`src/ata_id_map.svh`:
```
// Word indices, fixed word values and counts for the identify parameter block
// Function
// - Opcode 11101100 starts the block; 256 words return, those past 128 zero.
// - Word 0 reads bit 6 set, every other bit clear.
// - Default geometry 3FFF cylinders, 16 heads; words 60-61 carry LBA capacity.
// - Words 10-19 carry a 20-character right-justified serial number.
// - Words 23-26 carry an 8-character left-justified firmware revision.
// - Words 27-46 carry a 40-character left-justified model, blanks filling gaps.
// - Word 49 sets bits 11, 9, 8 and clears bits 13 and 10.
// - Word 51 upper byte is 04, meaning PIO mode 4.
// - Word 53 sets bits 2, 1, 0; bits 15 to 3 zero.
// - Word 59 bit 8 marks multiple enabled; low byte gives its sector count.
// - Word 63 bits 10-8 show selected DMA mode, bits 2-0 support.
// - Word 64 sets bits 1 and 0; upper byte zero.
// - Word 80 sets bits 5 through 1; all others zero.
// - Word 82 sets 13,12,10,6,5,3,1,0 and clears the remaining support bits.
// - Word 83 bit 14 one, bit 3 one, all others zero.
// - Word 85 mirrors enabled features on supported bits; other bits zero.
`ifndef ATA_ID_MAP_SVH
`define ATA_ID_MAP_SVH

`define CMD_IDENTIFY 8'hec
`define BLOCK_LAST 8'hff
`define LAST_NONZERO 8'h80

`define W_GENCFG 8'h00
`define W_CYLS 8'h01
`define W_HEADS 8'h03
`define W_SPT 8'h06
`define W_SERIAL_FIRST 8'h0a
`define W_SERIAL_LAST 8'h13
`define W_OLDSPEC 8'h14
`define W_BUFSIZE 8'h15
`define W_ECCBYTES 8'h16
`define W_FWREV_FIRST 8'h17
`define W_MODEL_LAST 8'h2e
`define W_MAXMULT 8'h2f
`define W_CAPS 8'h31
`define W_CAPS2 8'h32
`define W_PIO 8'h33
`define W_SWDMA 8'h34
`define W_VALID 8'h35
`define W_CUR_CYLS 8'h36
`define W_CUR_HEADS 8'h37
`define W_CUR_SPT 8'h38
`define W_CUR_CAP_LO 8'h39
`define W_CUR_CAP_HI 8'h3a
`define W_MULT 8'h3b
`define W_LBA_LO 8'h3c
`define W_LBA_HI 8'h3d
`define W_MWDMA 8'h3f
`define W_ADV_PIO 8'h40
`define W_MWDMA_MIN 8'h41
`define W_MWDMA_REC 8'h42
`define W_PIO_MIN 8'h43
`define W_PIO_IORDY 8'h44
`define W_MAJOR 8'h50
`define W_MINOR 8'h51
`define W_SUPPORT 8'h52
`define W_SUPPORT2 8'h53
`define W_SUPPORT_EXT 8'h54
`define W_ENABLED 8'h55
`define W_DEFAULT 8'h57

// Offset from block index into the packed text table (serial starts at 0)
`define TXT_SERIAL_BASE 8'h0a
`define TXT_FWREV_BASE 8'h0d
`define BLANK 8'h20

`define V_GENCFG 16'h0040
`define V_CYLS 16'h3fff
`define V_HEADS 16'h0010
`define V_SPT 16'h003f
`define V_OLDSPEC 16'h0003
`define V_BUFSIZE 16'h0400
`define V_ECCBYTES 16'h0004
`define V_MAXMULT 16'h8010
`define V_CAPS 16'h0b00
`define V_CAPS2 16'h4000
`define V_PIO 16'h0400
`define V_SWDMA 16'h0200
`define V_VALID 16'h0007
`define V_MWDMA_SUP 3'h7
`define V_ADV_PIO 16'h0003
`define V_CYCLE_120 16'h0078
`define V_CYCLE_240 16'h00f0
`define V_MAJOR 16'h003e
`define V_MINOR 16'h0015
`define V_SUPPORT 16'h346b
`define V_SUPPORT2 16'h4008
`define V_EXT 16'h4000
`define V_LBA_CAP 32'h0100_0000

`endif

```
`src/ata_id_pkg.sv`:
```
// Types shared by the identify block builder
package ata_id_pkg;

	// Live drive configuration, sampled when a command is taken
	typedef struct packed {
		logic [15:0] cur_cyl;
		logic [15:0] cur_heads;
		logic [15:0] cur_spt;
		logic [31:0] cur_cap;
		logic mult_en;
		logic [7:0] mult_count;
		logic [2:0] dma_sel;
		logic [15:0] feat_en;
	} cfg_t;

	// Word generator sequence
	typedef enum logic [1:0] {
		ST_IDLE = 2'b00,
		ST_FETCH = 2'b01,
		ST_PUSH = 2'b10
	} state_t;

endpackage

```
`src/ata_id_fifo.sv`:
```
// Small synchronous FIFO between word generator and host read port
`timescale 1ns/1ns
module ata_id_fifo #(
	parameter int WIDTH = 16,
	parameter int DEPTH = 8
) (
	// Clock and reset
	input wire logic clk_i,
	input wire logic rst_n_i,
	// Fill side
	input wire logic in_valid_i,
	output logic in_ready_o,
	input wire logic [WIDTH-1:0] in_data_i,
	// Drain side
	output logic out_valid_o,
	input wire logic out_ready_i,
	output logic [WIDTH-1:0] out_data_o
);
	localparam int AW = $clog2(DEPTH);

	logic [WIDTH-1:0] mem_reg [DEPTH];
	logic [AW-1:0] wr_ptr_reg;
	logic [AW-1:0] rd_ptr_reg;
	logic [AW:0] count_reg;
	logic do_wr;
	logic do_rd;

	// Honest flags straight from the occupancy count
	assign in_ready_o = (count_reg != (AW+1)'(DEPTH));
	assign out_valid_o = (count_reg != '0);
	assign do_wr = in_valid_i && in_ready_o;
	assign do_rd = out_valid_o && out_ready_i;
	assign out_data_o = mem_reg[rd_ptr_reg];

	// Storage has no reset; only pointers and count need a known value
	always_ff @(posedge clk_i)
	begin
		if (do_wr)
			mem_reg[wr_ptr_reg] <= in_data_i;
	end

	// Pointers wrap at the depth, which need not be a power of two
	always_ff @(posedge clk_i or negedge rst_n_i)
	begin
		if (!rst_n_i)
		begin
			wr_ptr_reg <= '0;
			rd_ptr_reg <= '0;
			count_reg <= '0;
		end
		else
		begin
			if (do_wr)
				wr_ptr_reg <= (wr_ptr_reg == AW'(DEPTH-1)) ? '0 : wr_ptr_reg + 1'b1;
			if (do_rd)
				rd_ptr_reg <= (rd_ptr_reg == AW'(DEPTH-1)) ? '0 : rd_ptr_reg + 1'b1;
			if (do_wr && !do_rd)
				count_reg <= count_reg + 1'b1;
			else if (do_rd && !do_wr)
				count_reg <= count_reg - 1'b1;
		end
	end

endmodule // ata_id_fifo

```
`src/ata_id_text_rom.sv`:
```
// Text fields of the identify block: serial, firmware revision, model
`timescale 1ns/1ns
`include "ata_id_map.svh"
module ata_id_text_rom #(
	parameter logic [159:0] SERIAL = "SN0000000001",
	parameter logic [63:0] FWREV = "1.00    ",
	parameter logic [319:0] MODEL = "GENERIC ATA DISK                        "
) (
	// Clock and reset
	input wire logic clk_i,
	input wire logic rst_n_i,
	// Lookup
	input wire logic [7:0] index_i,
	output logic [15:0] text_word_o,
	output logic text_hit_o
);
	localparam int NWORDS = 34;
	localparam logic [NWORDS*16-1:0] TEXT = {SERIAL, FWREV, MODEL};

	logic [15:0] table_w [NWORDS];
	logic [7:0] slot;
	logic hit;

	// Zero bytes become blanks; short serials pad on the left, so stay right-justified
	for (genvar w = 0; w < NWORDS; w++)
	begin : g_word
		for (genvar b = 0; b < 2; b++)
		begin : g_byte
			localparam logic [7:0] CH = TEXT[NWORDS*16-1-16*w-8*(1-b) -: 8];
			assign table_w[w][8*b +: 8] = (CH == 8'h00) ? `BLANK : CH;
		end
	end

	// Serial first, then firmware and model share one contiguous run
	always_comb
	begin
		hit = 1'b0;
		slot = 8'h00;
		if (index_i >= `W_SERIAL_FIRST && index_i <= `W_SERIAL_LAST)
		begin
			hit = 1'b1;
			slot = index_i - `TXT_SERIAL_BASE;
		end
		else if (index_i >= `W_FWREV_FIRST && index_i <= `W_MODEL_LAST)
		begin
			hit = 1'b1;
			slot = index_i - `TXT_FWREV_BASE;
		end
	end

	// Registered read
	always_ff @(posedge clk_i or negedge rst_n_i)
	begin
		if (!rst_n_i)
		begin
			text_word_o <= 16'h0000;
			text_hit_o <= 1'b0;
		end
		else
		begin
			text_word_o <= hit ? table_w[slot[5:0]] : 16'h0000;
			text_hit_o <= hit;
		end
	end

	a_text_no_nul: assert property (@(posedge clk_i) disable iff (!rst_n_i)
		text_hit_o |-> (text_word_o[15:8] != 8'h00 && text_word_o[7:0] != 8'h00))
		else $error("text word holds a NUL byte");

endmodule // ata_id_text_rom

```
`src/ata_identify_data_builder.sv`:
```
// Identify parameter block generator: command decode, word build, output FIFO
`timescale 1ns/1ns
`include "ata_id_map.svh"
module ata_identify_data_builder
	import ata_id_pkg::*;
#(
	parameter logic [31:0] LBA_CAPACITY = `V_LBA_CAP,
	parameter logic [159:0] SERIAL = "SN0000000001",
	parameter logic [63:0] FWREV = "1.00    ",
	parameter logic [319:0] MODEL = "GENERIC ATA DISK                        ",
	parameter int FIFO_DEPTH = 8
) (
	// Clock and reset
	input wire logic ref_clk_i,
	input wire logic reset_n_i,
	// Command strobe from the task-file decoder
	input wire logic cmd_valid_i,
	input wire logic [7:0] cmd_code_i,
	// Live configuration
	input wire cfg_t cfg_i,
	// Word stream toward the data register
	output logic [15:0] word_o,
	output logic word_valid_o,
	input wire logic word_ready_i,
	// Status
	output logic busy_o,
	output logic done_o
);

	logic rst_meta_reg;
	logic rst_n_reg;
	state_t state_reg;
	logic [7:0] index_reg;
	cfg_t snap_reg;
	logic [15:0] fixed_reg;
	logic [15:0] fixed_next;
	logic [15:0] text_word;
	logic text_hit;
	logic [15:0] push_data;
	logic push_valid;
	logic push_ready;
	logic cmd_take;
	logic done_reg;
	logic [8:0] queued_cnt_reg;

	// Reset release through two flops; assertion stays asynchronous
	always_ff @(posedge ref_clk_i or negedge reset_n_i)
	begin
		if (!reset_n_i)
		begin
			rst_meta_reg <= 1'b0;
			rst_n_reg <= 1'b0;
		end
		else
		begin
			rst_meta_reg <= 1'b1;
			rst_n_reg <= rst_meta_reg;
		end
	end

	// Only the identify opcode starts a block; anything else is left to other units
	assign cmd_take = cmd_valid_i && (cmd_code_i == `CMD_IDENTIFY) && (state_reg == ST_IDLE);

	// Sequencer: fetch one word, then hold it until the FIFO takes it
	always_ff @(posedge ref_clk_i or negedge rst_n_reg)
	begin
		if (!rst_n_reg)
			state_reg <= ST_IDLE;
		else
		begin
			case (state_reg)
				ST_IDLE:
					if (cmd_take)
						state_reg <= ST_FETCH;
				ST_FETCH:
					state_reg <= ST_PUSH;
				ST_PUSH:
					if (push_ready)
						state_reg <= (index_reg == `BLOCK_LAST) ? ST_IDLE : ST_FETCH;
				default:
					state_reg <= ST_IDLE;
			endcase
		end
	end

	// Word index walks 0 to 255 once per command
	always_ff @(posedge ref_clk_i or negedge rst_n_reg)
	begin
		if (!rst_n_reg)
			index_reg <= 8'h00;
		else if (cmd_take)
			index_reg <= 8'h00;
		else if (state_reg == ST_PUSH && push_ready)
			index_reg <= index_reg + 8'h01;
	end

	// Snapshot keeps the block self-consistent if config moves mid-transfer
	always_ff @(posedge ref_clk_i or negedge rst_n_reg)
	begin
		if (!rst_n_reg)
			snap_reg <= '0;
		else if (cmd_take)
			snap_reg <= cfg_i;
	end

	// One-cycle pulse once the last word is queued
	always_ff @(posedge ref_clk_i or negedge rst_n_reg)
	begin
		if (!rst_n_reg)
			done_reg <= 1'b0;
		else
			done_reg <= (state_reg == ST_PUSH) && push_ready && (index_reg == `BLOCK_LAST);
	end

	// Words queued for the current command
	// Only feeds a length check; restarts on every accepted command
	always_ff @(posedge ref_clk_i or negedge rst_n_reg)
	begin
		if (!rst_n_reg)
			queued_cnt_reg <= 9'h000;
		else if (cmd_take)
			queued_cnt_reg <= 9'h000;
		else if (push_valid && push_ready)
			queued_cnt_reg <= queued_cnt_reg + 9'h001;
	end

	// Non-text words; text positions fall to zero here and come from the ROM
	always_comb
	begin
		fixed_next = 16'h0000;
		case (index_reg)
			`W_GENCFG: fixed_next = `V_GENCFG;
			`W_CYLS: fixed_next = `V_CYLS;
			`W_HEADS: fixed_next = `V_HEADS;
			`W_SPT: fixed_next = `V_SPT;
			`W_OLDSPEC: fixed_next = `V_OLDSPEC;
			`W_BUFSIZE: fixed_next = `V_BUFSIZE;
			`W_ECCBYTES: fixed_next = `V_ECCBYTES;
			`W_MAXMULT: fixed_next = `V_MAXMULT;
			`W_CAPS: fixed_next = `V_CAPS;
			`W_CAPS2: fixed_next = `V_CAPS2;
			`W_PIO: fixed_next = `V_PIO;
			`W_SWDMA: fixed_next = `V_SWDMA;
			`W_VALID: fixed_next = `V_VALID;
			`W_CUR_CYLS: fixed_next = snap_reg.cur_cyl;
			`W_CUR_HEADS: fixed_next = snap_reg.cur_heads;
			`W_CUR_SPT: fixed_next = snap_reg.cur_spt;
			`W_CUR_CAP_LO: fixed_next = snap_reg.cur_cap[15:0];
			`W_CUR_CAP_HI: fixed_next = snap_reg.cur_cap[31:16];
			`W_MULT: fixed_next = {7'h00, snap_reg.mult_en, snap_reg.mult_count};
			`W_LBA_LO: fixed_next = LBA_CAPACITY[15:0];
			`W_LBA_HI: fixed_next = LBA_CAPACITY[31:16];
			`W_MWDMA: fixed_next = {5'h00, snap_reg.dma_sel, 5'h00, `V_MWDMA_SUP};
			`W_ADV_PIO: fixed_next = `V_ADV_PIO;
			`W_MWDMA_MIN: fixed_next = `V_CYCLE_120;
			`W_MWDMA_REC: fixed_next = `V_CYCLE_120;
			`W_PIO_MIN: fixed_next = `V_CYCLE_240;
			`W_PIO_IORDY: fixed_next = `V_CYCLE_120;
			`W_MAJOR: fixed_next = `V_MAJOR;
			`W_MINOR: fixed_next = `V_MINOR;
			`W_SUPPORT: fixed_next = `V_SUPPORT;
			`W_SUPPORT2: fixed_next = `V_SUPPORT2;
			`W_SUPPORT_EXT: fixed_next = `V_EXT;
			`W_ENABLED: fixed_next = snap_reg.feat_en & `V_SUPPORT;
			`W_DEFAULT: fixed_next = `V_EXT;
			default: fixed_next = 16'h0000;
		endcase
	end

	// Registered alongside the ROM so both land in the push cycle
	always_ff @(posedge ref_clk_i or negedge rst_n_reg)
	begin
		if (!rst_n_reg)
			fixed_reg <= 16'h0000;
		else if (state_reg == ST_FETCH)
			fixed_reg <= fixed_next;
	end

	// Text fields
	ata_id_text_rom #(
		.SERIAL(SERIAL),
		.FWREV(FWREV),
		.MODEL(MODEL)
	) u_text (
		.clk_i(ref_clk_i),
		.rst_n_i(rst_n_reg),
		.index_i(index_reg),
		.text_word_o(text_word),
		.text_hit_o(text_hit)
	);

	// ROM holds its word while the index is steady, so back-pressure is safe
	assign push_valid = (state_reg == ST_PUSH);
	assign push_data = text_hit ? text_word : fixed_reg;

	// Output buffer; a stalled host stalls the sequencer
	ata_id_fifo #(
		.WIDTH(16),
		.DEPTH(FIFO_DEPTH)
	) u_fifo (
		.clk_i(ref_clk_i),
		.rst_n_i(rst_n_reg),
		.in_valid_i(push_valid),
		.in_ready_o(push_ready),
		.in_data_i(push_data),
		.out_valid_o(word_valid_o),
		.out_ready_i(word_ready_i),
		.out_data_o(word_o)
	);

	// Busy until the last word is queued, not drained
	assign busy_o = (state_reg != ST_IDLE);
	assign done_o = done_reg;

	a_opcode_start: assert property (@(posedge ref_clk_i) disable iff (!rst_n_reg)
		(cmd_take) |=> (state_reg == ST_FETCH && index_reg == 8'h00))
		else $error("identify opcode did not start the block at word 0");

	a_other_opcode: assert property (@(posedge ref_clk_i) disable iff (!rst_n_reg)
		(state_reg == ST_IDLE && !(cmd_valid_i && cmd_code_i == `CMD_IDENTIFY)) |=> (state_reg == ST_IDLE))
		else $error("block started without the identify opcode");

	a_high_zero: assert property (@(posedge ref_clk_i) disable iff (!rst_n_reg)
		(push_valid && index_reg > `LAST_NONZERO) |-> (push_data == 16'h0000))
		else $error("word beyond 128 is not zero");

	a_gencfg_word: assert property (@(posedge ref_clk_i) disable iff (!rst_n_reg)
		(push_valid && index_reg == `W_GENCFG) |-> (push_data == 16'h0040))
		else $error("general configuration word wrong");

	a_geometry_words: assert property (@(posedge ref_clk_i) disable iff (!rst_n_reg)
		(push_valid && index_reg == `W_HEADS && $past(state_reg) == ST_FETCH)
			|-> (push_data == 16'h0010 && $past(index_reg, 3) == 8'h02))
		else $error("heads word wrong or out of order");

	a_lba_words: assert property (@(posedge ref_clk_i) disable iff (!rst_n_reg)
		(push_valid && push_ready && index_reg == `W_LBA_LO) |=> ##1 (push_valid
			&& index_reg == `W_LBA_HI && push_data == LBA_CAPACITY[31:16]))
		else $error("LBA capacity high word wrong");

	a_caps_word: assert property (@(posedge ref_clk_i) disable iff (!rst_n_reg)
		(push_valid && index_reg == `W_CAPS) |-> (push_data[13:8] == 6'h0b))
		else $error("capabilities bits wrong");

	a_pio_mode: assert property (@(posedge ref_clk_i) disable iff (!rst_n_reg)
		(push_valid && index_reg == `W_PIO) |-> (push_data[15:8] == 8'h04))
		else $error("PIO mode byte wrong");

	a_valid_flags: assert property (@(posedge ref_clk_i) disable iff (!rst_n_reg)
		(push_valid && index_reg == `W_VALID) |-> (push_data == 16'h0007))
		else $error("field validity word wrong");

	a_mult_word: assert property (@(posedge ref_clk_i) disable iff (!rst_n_reg)
		(push_valid && index_reg == `W_MULT)
			|-> (push_data == {7'h00, snap_reg.mult_en, snap_reg.mult_count}))
		else $error("multiple count word wrong");

	a_dma_word: assert property (@(posedge ref_clk_i) disable iff (!rst_n_reg)
		(push_valid && index_reg == `W_MWDMA) |-> (push_data[10:8] == snap_reg.dma_sel
			&& push_data[2:0] == 3'h7 && push_data[15:11] == 5'h00))
		else $error("multiword DMA word wrong");

	a_adv_pio: assert property (@(posedge ref_clk_i) disable iff (!rst_n_reg)
		(push_valid && index_reg == `W_ADV_PIO) |-> (push_data == 16'h0003))
		else $error("advanced PIO word wrong");

	a_major_version: assert property (@(posedge ref_clk_i) disable iff (!rst_n_reg)
		(push_valid && index_reg == `W_MAJOR) |-> (push_data == 16'h003e))
		else $error("major version word wrong");

	a_support_sets: assert property (@(posedge ref_clk_i) disable iff (!rst_n_reg)
		(push_valid && index_reg == `W_SUPPORT) |-> (push_data == 16'h346b))
		else $error("command set support word wrong");

	a_support_ext: assert property (@(posedge ref_clk_i) disable iff (!rst_n_reg)
		(push_valid && index_reg == `W_SUPPORT2) |-> (push_data == 16'h4008))
		else $error("second support word wrong");

	a_enabled_mask: assert property (@(posedge ref_clk_i) disable iff (!rst_n_reg)
		(push_valid && index_reg == `W_ENABLED)
			|-> ((push_data & 16'hcb94) == 16'h0000 && push_data == (snap_reg.feat_en & 16'h346b)))
		else $error("enabled features word wrong");

	a_snapshot_live: assert property (@(posedge ref_clk_i) disable iff (!rst_n_reg)
		(cmd_take) |=> (snap_reg == $past(cfg_i)) ##1 (snap_reg == $past(cfg_i, 2)))
		else $error("configuration not sampled at command");

	a_snapshot_hold: assert property (@(posedge ref_clk_i) disable iff (!rst_n_reg)
		(state_reg != ST_IDLE) |=> $stable(snap_reg))
		else $error("configuration snapshot moved during a block");

	a_cap_high: assert property (@(posedge ref_clk_i) disable iff (!rst_n_reg)
		(push_valid && index_reg == `W_CUR_CAP_HI) |-> (push_data == snap_reg.cur_cap[31:16]))
		else $error("current capacity high word wrong");

	// Sequencing: start, step, stall, length and end of one block
	a_first_word: assert property (@(posedge ref_clk_i) disable iff (!rst_n_reg)
		(cmd_take) |=> ##1 (push_valid && index_reg == 8'h00 && push_data == 16'h0040))
		else $error("first word not offered two cycles after the command");

	a_busy_refuse: assert property (@(posedge ref_clk_i) disable iff (!rst_n_reg)
		(cmd_valid_i && state_reg != ST_IDLE) |=> (state_reg != ST_FETCH || index_reg != 8'h00))
		else $error("command restarted a block in progress");

	// A stalled push keeps its index, so the step is checked on the handshake only
	a_index_step: assert property (@(posedge ref_clk_i) disable iff (!rst_n_reg)
		(push_valid && push_ready && index_reg != `BLOCK_LAST)
			|=> (state_reg == ST_FETCH && index_reg == $past(index_reg) + 8'h01))
		else $error("word index did not advance by one");

	a_push_hold: assert property (@(posedge ref_clk_i) disable iff (!rst_n_reg)
		(push_valid && !push_ready) |=> (push_valid && $stable(index_reg) && $stable(push_data)))
		else $error("stalled word changed before the buffer took it");

	a_block_length: assert property (@(posedge ref_clk_i) disable iff (!rst_n_reg)
		(done_reg) |-> (queued_cnt_reg == 9'h100 && state_reg == ST_IDLE))
		else $error("block did not hold exactly 256 words");

	a_done_pulse: assert property (@(posedge ref_clk_i) disable iff (!rst_n_reg)
		(done_reg) |=> (!done_reg))
		else $error("done pulse longer than one cycle");

	// Fixed geometry and capacity words
	a_cyls_word: assert property (@(posedge ref_clk_i) disable iff (!rst_n_reg)
		(push_valid && index_reg == `W_CYLS) |-> (push_data == 16'h3fff))
		else $error("cylinders word wrong");

	a_lba_low: assert property (@(posedge ref_clk_i) disable iff (!rst_n_reg)
		(push_valid && index_reg == `W_LBA_LO) |-> (push_data == LBA_CAPACITY[15:0]))
		else $error("LBA capacity low word wrong");

	// Text placement: serial ends its field, firmware starts its own, model ends in text or blank
	a_serial_tail: assert property (@(posedge ref_clk_i) disable iff (!rst_n_reg)
		(push_valid && index_reg == `W_SERIAL_LAST)
			|-> (push_data[7:0] == ((SERIAL[7:0] == 8'h00) ? `BLANK : SERIAL[7:0])))
		else $error("serial number not right-justified");

	a_fwrev_head: assert property (@(posedge ref_clk_i) disable iff (!rst_n_reg)
		(push_valid && index_reg == `W_FWREV_FIRST)
			|-> (push_data[15:8] == ((FWREV[63:56] == 8'h00) ? `BLANK : FWREV[63:56])))
		else $error("firmware revision not left-justified");

	a_model_tail: assert property (@(posedge ref_clk_i) disable iff (!rst_n_reg)
		(push_valid && index_reg == `W_MODEL_LAST)
			|-> (push_data[7:0] == ((MODEL[7:0] == 8'h00) ? `BLANK : MODEL[7:0])))
		else $error("model name tail not text or blank");

endmodule // ata_identify_data_builder

```
`config.mk`:
```
export PLATFORM = sky130hd
export DESIGN_NAME = ata_identify_data_builder
export DESIGN_NICKNAME = d
export VERILOG_FILES = /design/src/ata_id_pkg.sv /design/src/ata_id_fifo.sv /design/src/ata_id_text_rom.sv /design/src/ata_identify_data_builder.sv
export VERILOG_INCLUDE_DIRS = /design/src
export SDC_FILE = /design/constraint.sdc
export NUM_CORES = 1
export LEC_CHECK = 0
export BUFFER_PORTS_ARGS = -buffer_cell sky130_fd_sc_hd__buf_2
export CORE_MARGIN = 2
export CORE_UTILIZATION = 45
export DETAILED_ROUTE_END_ITERATION = 8
export GPL_TIMING_DRIVEN = 0
export PLACE_DENSITY_LB_ADDON = 0.15
export SYNTH_ARGS = -nofsm -noshare
export SYNTH_HDL_FRONTEND = slang
export SYNTH_HIERARCHICAL = 1
export SYNTH_SLANG_ARGS = --single-unit
```
`constraint.sdc`:
```
create_clock -name ref_clk_i -period 12.5 [get_ports ref_clk_i]
set_input_delay 1.875 -clock ref_clk_i [delete_from_list [all_inputs] [get_ports ref_clk_i]]
set_output_delay 1.875 -clock ref_clk_i [all_outputs]
set_load 0.02 [all_outputs]
```
==> impl_metrics.toml, run 1 <==
[clocking]
cts_hold_buf = 0
ctsLongestPathBuffers = 3
cts.sinks = 282
cts-root-buf = "clkbuf_16"
cts_setup_buffers = 0
htree_levels = 1
cts_resized = 0
numCtsBuffers = 30
clk_pin_slew_ns = 0.06
clk_latency_ns = 0.56
tritoncts = "built"

[global_routing]
grt_max_degree = 57
grt_pass1_vias = 8934
overflow = 0
grt_pass1_wl_um = 51380
grt_usage = 0.2166
antenna_found_initial = 3

[pwr]
pwr-share-comb = 0.292
power_density_mw_per_mm2 = 189.8
p_total_mw = 2.956
switching_share = 0.3189
p_switching_uw = 942.6
internal_power_mw = 2.014
power_frac_seq = 0.404
ir_drop_v = 0.0001050
clock_power_share = 0.304
power.leakage_nw = 6.323

[synthesis]
ys.flop_type = "dfrtp_1"
async_flop_share = 0.5461
synth_cells = 926
syn_area_mm2 = 0.01319
synth_commonest_cells = "dfrtp_1 (154), mux2_2 (140), edfxtp_1 (128)"
yosysSeqAreaShare = 0.5835
synth_top_area_share = 0.2921
ys_seq_elements = 282
synth.distinct_cells = 90
yosys_warnings = 6
yosysMostFrequentCell = "dfrtp_1"
avgSynthCellArea_um2 = 14.25
synth.area.top_cells = "dfrtp_1 (29%), edfxtp_1 (29%), mux2_2 (12%)"
synth_edf_count = 128
synth_top_cell_by_area = "dfrtp_1"

[sta]
hold_violations = 0
tightest_slew_ns = 0.9279
finalCritPeriodShare = 0.3523
skew_ns = 0.01484
max_freq_ghz = 0.2271
slew_violations = 0
setup_viol = 0
tns_ns = 0
layout_min_cycle_time_ns = 4.403
slew_headroom = 0.3781
rsz0062_at_grt = "no"

[placement]
gp_congestion = 0.9434
dpl.cell_count = 1453
portBuffers = 130
hpwl_um = 23770
placed_area_mm2 = 0.01454

[finish]
layout-drive-gt1-share = 0.3653
largest_reg_flops = 128
area_delta_synth_final_pct = 18.05
post-route-util = 0.5411
fillers = 2434
nets = 1239
final_cell_area_mm2 = 0.01557
diodes = 0
finalNonFillerCells = 1509

[worst_setup_path]
critPathMaxStageDelay_ns = 0.51
endpoint_kind = "output port"
critPathTopFamily = "buffers and inverters"
crit_path_start_kind = "flop"
crit_type = "reg -> out"
crit_slowest_cell = "clkbuf_1"
cp_max_fo = 10
required_ns = 10.62
cp_num_buf_inv = 3
cp_common_cell = "clkbuf_1"
cp_cell_sequence = "clkbuf_1 > clkbuf_1 > mux4_1 > mux2_2 > buf_2"
crit_arrival_ns = 2.53

[die]
die_w_um = 175.2
core_mm2 = 0.02878
dieHeight_um = 175.2
die-area_mm2 = 0.03070
initial_core_util = 0.4584
io_pins = 139
num_rows = 62

[detailed_routing]
wirelength_um = 32760
drc = 0
routed-via-count = 8535
ant_nets = 0
post_drt_wl_per_cell_um = 21.71
drt_iter0_drc = 664
drtPass1Iterations = 5
via_per_inst = 5.656

[status]
outcome = "finished clean"

[run]
maxCapViolations = 0

[worst_hold_path]
hp-class = "reg -> async"
-- worst reg2reg max path, stage by stage (launching register included) --
cell and delay, ns:
dfrtp_1 0.51, buf_2 0.28, inv_1 0.14, ha_1 0.26
or3_4 0.40, o211a_1 0.23, a21o_1 0.22, a21oi_4 0.32
a21boi_1 0.32, nor2_1 0.13, a2111oi_2 0.47
-- worst paths after layout --
path                                            from                    end  slack, ns  cells after the start
worst min register to register             rst_n_reg          snap_reg[100]       0.35                      0
max in group asynchronous                  rst_n_reg           snap_reg[19]      11.15                      2
worst max register to register          index_reg[0]  u_text/text_word_o[8]       9.10                     10
min in group ref_clk_i                  rst_meta_reg              rst_n_reg       0.35                      0
worst max-delay path            u_fifo/rd_ptr_reg[1]             word_o[10]       8.10                      5
worst min-delay path                       rst_n_reg          snap_reg[100]       0.35                      0
-- power by group through the flow --
stage	logic [mW]	clock network (mW)	registers, mW
after floorplan	0.609	0	1.19
after global placement	0.836	0	1.22
after detailed placement	0.863	0	1.21
after CTS	0.868	0.916	1.20
after global routing	0.941	0.958	1.21
final	0.862	0.898	1.20
-- through the flow --
stage	hold WS (ns)	setup WS [ns]
2_1_floorplan	0.3312	7.891
3_3_place_gp	0.3351	5.776
3_5_place_dp	0.3451	8.637
4_1_cts	0.3526	8.031
5_1_grt	0.3614	7.924
6_report	0.3492	8.097
-- cells by family (layout without fill, tap and decap cells) --
logic type,Yosys count,after routing,share of synthesized area
adders and majority gates,18,18,0.01764
AOI/OAI and AO/OA,170,170,0.09646
DFF,282,282,0.5835
muxes,177,177,0.1845
other,2,3,0.0005693
buffers and inverters,77,275,0.03054
and+or+nand+nor,186,186,0.07758
xor gates and xnor gates,14,14,0.009295
-- metal layers --
metal	track usage	up-vias	share of wire
met3	0.04330	72	0.062
met2	0.3679	273	0.48
met1	0.2786	4246	0.42
li1	-	3942	-
met5	0	-	0.00040
met4	0.07153	2	0.036
-- layout by cell type (no fill, tap or decap), drive strengths merged, types with 16 or more instances in the layout --
cell type  netlist  final
buf             39    181
nand2           27     27
o21ai           16     16
a21oi           38     38
dfrtp          154    154
edfxtp         128    128
nor2            52     52
nor3            26     26
clkbuf          22     67
a22oi           24     24
mux2           140    140
mux4            32     32
ha              17     17
-- final cells by class --
class,instances,area [um2],share of cell area
clock buffers,45,897.1,0.05760
flip-flops and latches,282,7701,0.4945
well taps,384,480.5,0.03085
inverters,16,60.06,0.003856
multi-input cells,568,5130,0.3294
clock inverters,11,132.6,0.008516
repair buffers,142,829.5,0.05327
plain buffers,61,342.8,0.02201
No activity file was read; power rests on OpenSTA's default activity.
==> run 2: changes to the inputs <==
==> constraint.sdc (replaced) <==
create_clock -name ref_clk_i -period 4.47 [get_ports ref_clk_i]
set_input_delay 0.6705 -clock ref_clk_i [delete_from_list [all_inputs] [get_ports ref_clk_i]]
set_output_delay 0.6705 -clock ref_clk_i [all_outputs]
set_load 0.02 [all_outputs]
==> impl_metrics.toml, run 2 (synthesized netlist as in run 1, its figures left out) <==
[worst_setup_path]
r2r-start = "index_reg[1]"
rrSetupSlack_ns = 1.05
cp-startpoint = "index_reg[1]"
crit_path_start_kind = "flop"
critPathCapture = "u_text/text_word_o[3]"
crit_type = "reg -> reg"
crit_arrival_ns = 3.81
required_ns = 4.87
endpoint_kind = "flop"
cp_max_fo = 8
r2r_cells = 10
reg2reg_to = "u_text/text_word_o[3]"

[die]
die_w_um = 175.2
num_rows = 62
die-area_mm2 = 0.03070
core_mm2 = 0.02878
dieHeight_um = 175.2
initial_core_util = 0.4584
io_pins = 139

[detailed_routing]
ant_nets = 0
drc = 0
post_drt_wl_per_cell_um = 21.77
routed-via-count = 8588
via_per_inst = 5.684
drt_iter0_drc = 580
wirelength_um = 32900
drtPass1Iterations = 6

[worst_hold_path]
hp-class = "in -> reg"
min_from = "cfg_i[96]"

[clocking]
htree_levels = 1
cts-root-buf = "clkbuf_16"
clk_pin_slew_ns = 0.07
cts_hold_buf = 1
cts_resized = 0
ctsLongestPathBuffers = 3
numCtsBuffers = 30
cts_setup_buffers = 0
clk_latency_ns = 0.56
cts.sinks = 282
tritoncts = "built"

[pwr]
power_frac_seq = 0.398
switching_share = 0.3152
pwr-share-comb = 0.288
p_switching_mw = 2.645
power_density_mw_per_mm2 = 536.9
clock_power_share = 0.314
power.leakage_nw = 6.348
internal_power_mw = 5.745
ir_drop_v = 0.0003153

[sta]
tns_ns = 0
skew_ns = 0.02563
finalCritPeriodShare = 0.7645
slew_violations = 0
setup_viol = 0
layout_min_cycle_time_ns = 3.418
rsz0062_at_grt = "no"
tightest_slew_ns = 0.9844
max_freq_ghz = 0.2926
slew_headroom = 0.3401
worst_slack_ns = 1.052
hold_violations = 0

[placement]
post-place-ws_ns = 1.163
hpwl_um = 24000
portBuffers = 130
gp_congestion = 0.9553
dpl.cell_count = 1453

[status]
outcome = "finished clean"

[finish]
area_delta_synth_final_pct = 18.46
largest_reg_flops = 128
final_common_cell = "dfrtp_1"
post-route-util = 0.5430
layout_common_cells = "dfrtp_1 (153), buf_2 (149), mux2_2 (140)"
layout-drive-gt1-share = 0.3668
fillers = 2394
nets = 1240
finalNonFillerCells = 1511

[run]
maxCapViolations = 0

[global_routing]
antenna_found_initial = 4
grt_pass1_vias = 8808
grt_usage = 0.2175
grt_pass1_wl_um = 51470
grt_max_degree = 59
overflow = 0
## run 2: changes by cell type in the layout (fill, tap and decap cells not counted), moves of 2 or more
cell,delta
bufinv_16,+2
clkbuf_8,-2
clkinv_1,-2
clkinv_4,+2
## run 2: worst min path at each step
stage,cells past startpoint,slack (ns),to
after floorplan,0,0.33,rst_n_reg
after global placement,0,0.33,rst_n_reg
after detailed placement,0,0.34,rst_n_reg
after CTS,2,0.32,snap_reg[10]
after global routing,2,0.33,snap_reg[3]
final,2,0.33,snap_reg[96]
## run 2: power groups by stage
stage,sequential [mW],combinational (mW),clock (mW)
2_1_floorplan,3.32,1.70,0
6_report,3.34,2.42,2.63
5_1_grt,3.37,2.65,2.78
3_5_place_dp,3.39,2.42,0
3_3_place_gp,3.40,2.34,0
4_1_cts,3.34,2.43,2.68
## run 2: layer usage
metal / part of all wire / global-route usage
met3: 0.053 / 0.03808
met1: 0.42 / 0.2838
met2: 0.49 / 0.3689
met4: 0.033 / 0.07222
met5: 0.00088 / 0
## run 2: layout make-up
cell class / count / area [um2] / share of cell area
sequential: 282 / 7701 / 0.4928
multi-input combinational: 568 / 5130 / 0.3283
clock buffer: 44 / 894.6 / 0.05725
timing repair buffer: 143 / 843.3 / 0.05396
tap: 384 / 480.5 / 0.03074
buffer: 61 / 342.8 / 0.02194
clock inverter: 12 / 172.7 / 0.01105
inverter: 16 / 60.06 / 0.003843
antenna: 1 / 2.502 / 0.0001601
## run 2: critical path, stage by stage (launching register included)
cell and delay, ns:
dfrtp_1 0.51, clkbuf_1 0.34, inv_1 0.16, ha_1 0.24, nand3b_1 0.17, xnor2_1 0.27, a21boi_0 0.49, a21oi_1 0.35
nand2_1 0.17, o21ai_0 0.09, a2111oi_1 0.46
## run 2: metrics by stage
step	power, mW	hold slack (ns)	instance area [um2]
after floorplan	5.022	0.3311	13200
after global placement	5.745	0.3344	14330
after detailed placement	5.813	0.3402	14550
after CTS	8.460	0.3238	15630
after global routing	8.802	0.3290	15630
final	8.390	0.3346	15630
==> run 3: changes to the inputs <==
==> constraint.sdc (replaced) <==
create_clock -name ref_clk_i -period 3.08 [get_ports ref_clk_i]
set_input_delay 0.462 -clock ref_clk_i [delete_from_list [all_inputs] [get_ports ref_clk_i]]
set_output_delay 0.462 -clock ref_clk_i [all_outputs]
set_load 0.02 [all_outputs]
==> impl_metrics.toml, run 3 (synthesized netlist as in run 1, its figures left out) <==
[status]
outcome = "finished clean"

[detailed_routing]
wl_met2_um = 16340
m1WireLength_um = 13850
drt_iter0_drc = 577
ant_nets = 0
post_drt_wl_per_cell_um = 21.88
drtPass1Iterations = 7
wirelength_um = 33170
drc = 0
dr_wl_met3_um = 1782
via_per_inst = 5.689
highest_layer = "met5"
routed-via-count = 8625

[global_routing]
grt_usage = 0.2176
grt_max_degree = 59
antenna_found_initial = 4
overflow = 0
grt_pass1_vias = 8836
grt_pass1_wl_um = 51510

[worst_hold_path]
hp-class = "in -> reg"

[die]
num_rows = 62
die_w_um = 175.2
die-area_mm2 = 0.03070
dieHeight_um = 175.2
core_mm2 = 0.02878
io_pins = 139
initial_core_util = 0.4584

[pwr]
power_density_mw_per_mm2 = 776.9
switching_share = 0.3155
internal_power_mw = 8.373
pwr-share-comb = 0.291
power.leakage_nw = 6.401
power_frac_seq = 0.397
p_switching_mw = 3.859
ir_drop_v = 0.0004563
clock_power_share = 0.313

[finish]
layout-drive-gt1-share = 0.3828
layout_common_cells = "dfrtp_1 (151), buf_2 (148), mux2_2 (140)"
final_cell_area_mm2 = 0.01575
area_delta_synth_final_pct = 19.35
post-route-util = 0.5471
largest_reg_flops = 128
final_common_cell = "dfrtp_1"
finalNonFillerCells = 1516
nets = 1245

[placement]
portBuffers = 130
hpwl_um = 24000
gp_congestion = 0.9553
dpl.cell_count = 1453
placed_area_mm2 = 0.01455

[clocking]
htree_levels = 1
cts-root-buf = "clkbuf_16"
cts.sinks = 282
clk_pin_slew_ns = 0.07
ctsLongestPathBuffers = 3
tritoncts = "built"
numCtsBuffers = 30
clk_latency_ns = 0.56

[worst_setup_path]
critPathMaxStageDelay_ns = 0.64
cp_num_buf_inv = 2
cp_max_fo = 8
crit_slowest_cell = "or4b_4"
required_ns = 3.49
crit_arrival_ns = 3.33
cp_cell_sequence = "or4b_4 > nand2_4 > inv_1 > ha_1 > inv_1 > ha_1 > or4_1 > o211ai_1 > o211ai_1"
crit_path_start_kind = "flop"
endpoint_kind = "flop"
crit_type = "reg -> reg"
critPathTopFamily = "simple AND/OR/NAND/NOR gates"
rrSetupSlack_ns = 0.16

[sta]
tns_ns = 0
max_freq_ghz = 0.3426
layout_min_cycle_time_ns = 2.919
setup_viol = 0
fin_hold_ws_ns = 0.1307
skew_ns = 0.02482
hold_violations = 0
finalCritPeriodShare = 0.9478
slew_violations = 0
tightest_slew_ns = 0.9718
slew_headroom = 0.3486

[run]
maxCapViolations = 0
-- run 3: cell type report --
cell class,count,area [um2]
fill,2388,13040
sequential,282,7704
multi-input combinational,568,5201
clock buffer,44,894.6
timing repair buffer,149,888.4
tap,384,480.5
buffer,60,341.6
clock inverter,12,172.7
inverter,16,60.06
antenna,1,2.502
-- run 3: per-layer routing --
layer	up-vias	global-route usage
met5	-	0
met2	273	0.3698
met4	6	0.07292
met3	85	0.03808
met1	4300	0.2831
li1	3961	-
-- run 3: metrics by stage --
stage,setup slack [ns],power [mW]
after global placement,-1.203,8.337
after global routing,-0.09548,12.82
after detailed placement,-0.2269,8.436
after CTS,0.01987,12.28
after floorplan,0.2983,7.288
final,0.1607,12.23
-- run 3: worst paths after layout --
path                                     startpoint                  end  depth (start not counted)
worst max register to register  u_fifo/count_reg[0]  u_fifo/count_reg[3]                          9
worst min-delay path                      cfg_i[10]         snap_reg[10]                          2
worst max-delay path            u_fifo/count_reg[0]  u_fifo/count_reg[3]                          9
min in group asynchronous                 reset_n_i            rst_n_reg                          2
worst min register to register            rst_n_reg         snap_reg[87]                          0
max in group asynchronous                 rst_n_reg  u_fifo/count_reg[0]                          1
-- run 3: timing repair --
| action | in CTS | in global routing |
|---|---|---|
| hold endpoints to repair | 2 | 0 |
| setup buffers | 2 | 4 |
| gates resized for setup | 6 | 13 |
| setup endpoints to repair | 7 | 19 |
| pin swaps | 2 | 2 |
| hold buffers | 1 | 0 |
-- run 3: worst register-to-register path, stage by stage (launching register included) --
cell and delay, ns:
dfrtp_2 0.47, or4b_4 0.64, nand2_4 0.17, inv_1 0.07, ha_1 0.26, inv_1 0.15
ha_1 0.30, or4_1 0.52, o211ai_1 0.10, o211ai_1 0.11
-- run 3: power by group through the flow --
stage | combinational [mW] | sequential [mW] | clock, mW
after CTS | 3.54 | 4.85 | 3.90
after floorplan | 2.47 | 4.82 | 0
after global routing | 3.89 | 4.90 | 4.03
final | 3.56 | 4.85 | 3.82
after detailed placement | 3.51 | 4.92 | 0
after global placement | 3.40 | 4.94 | 0
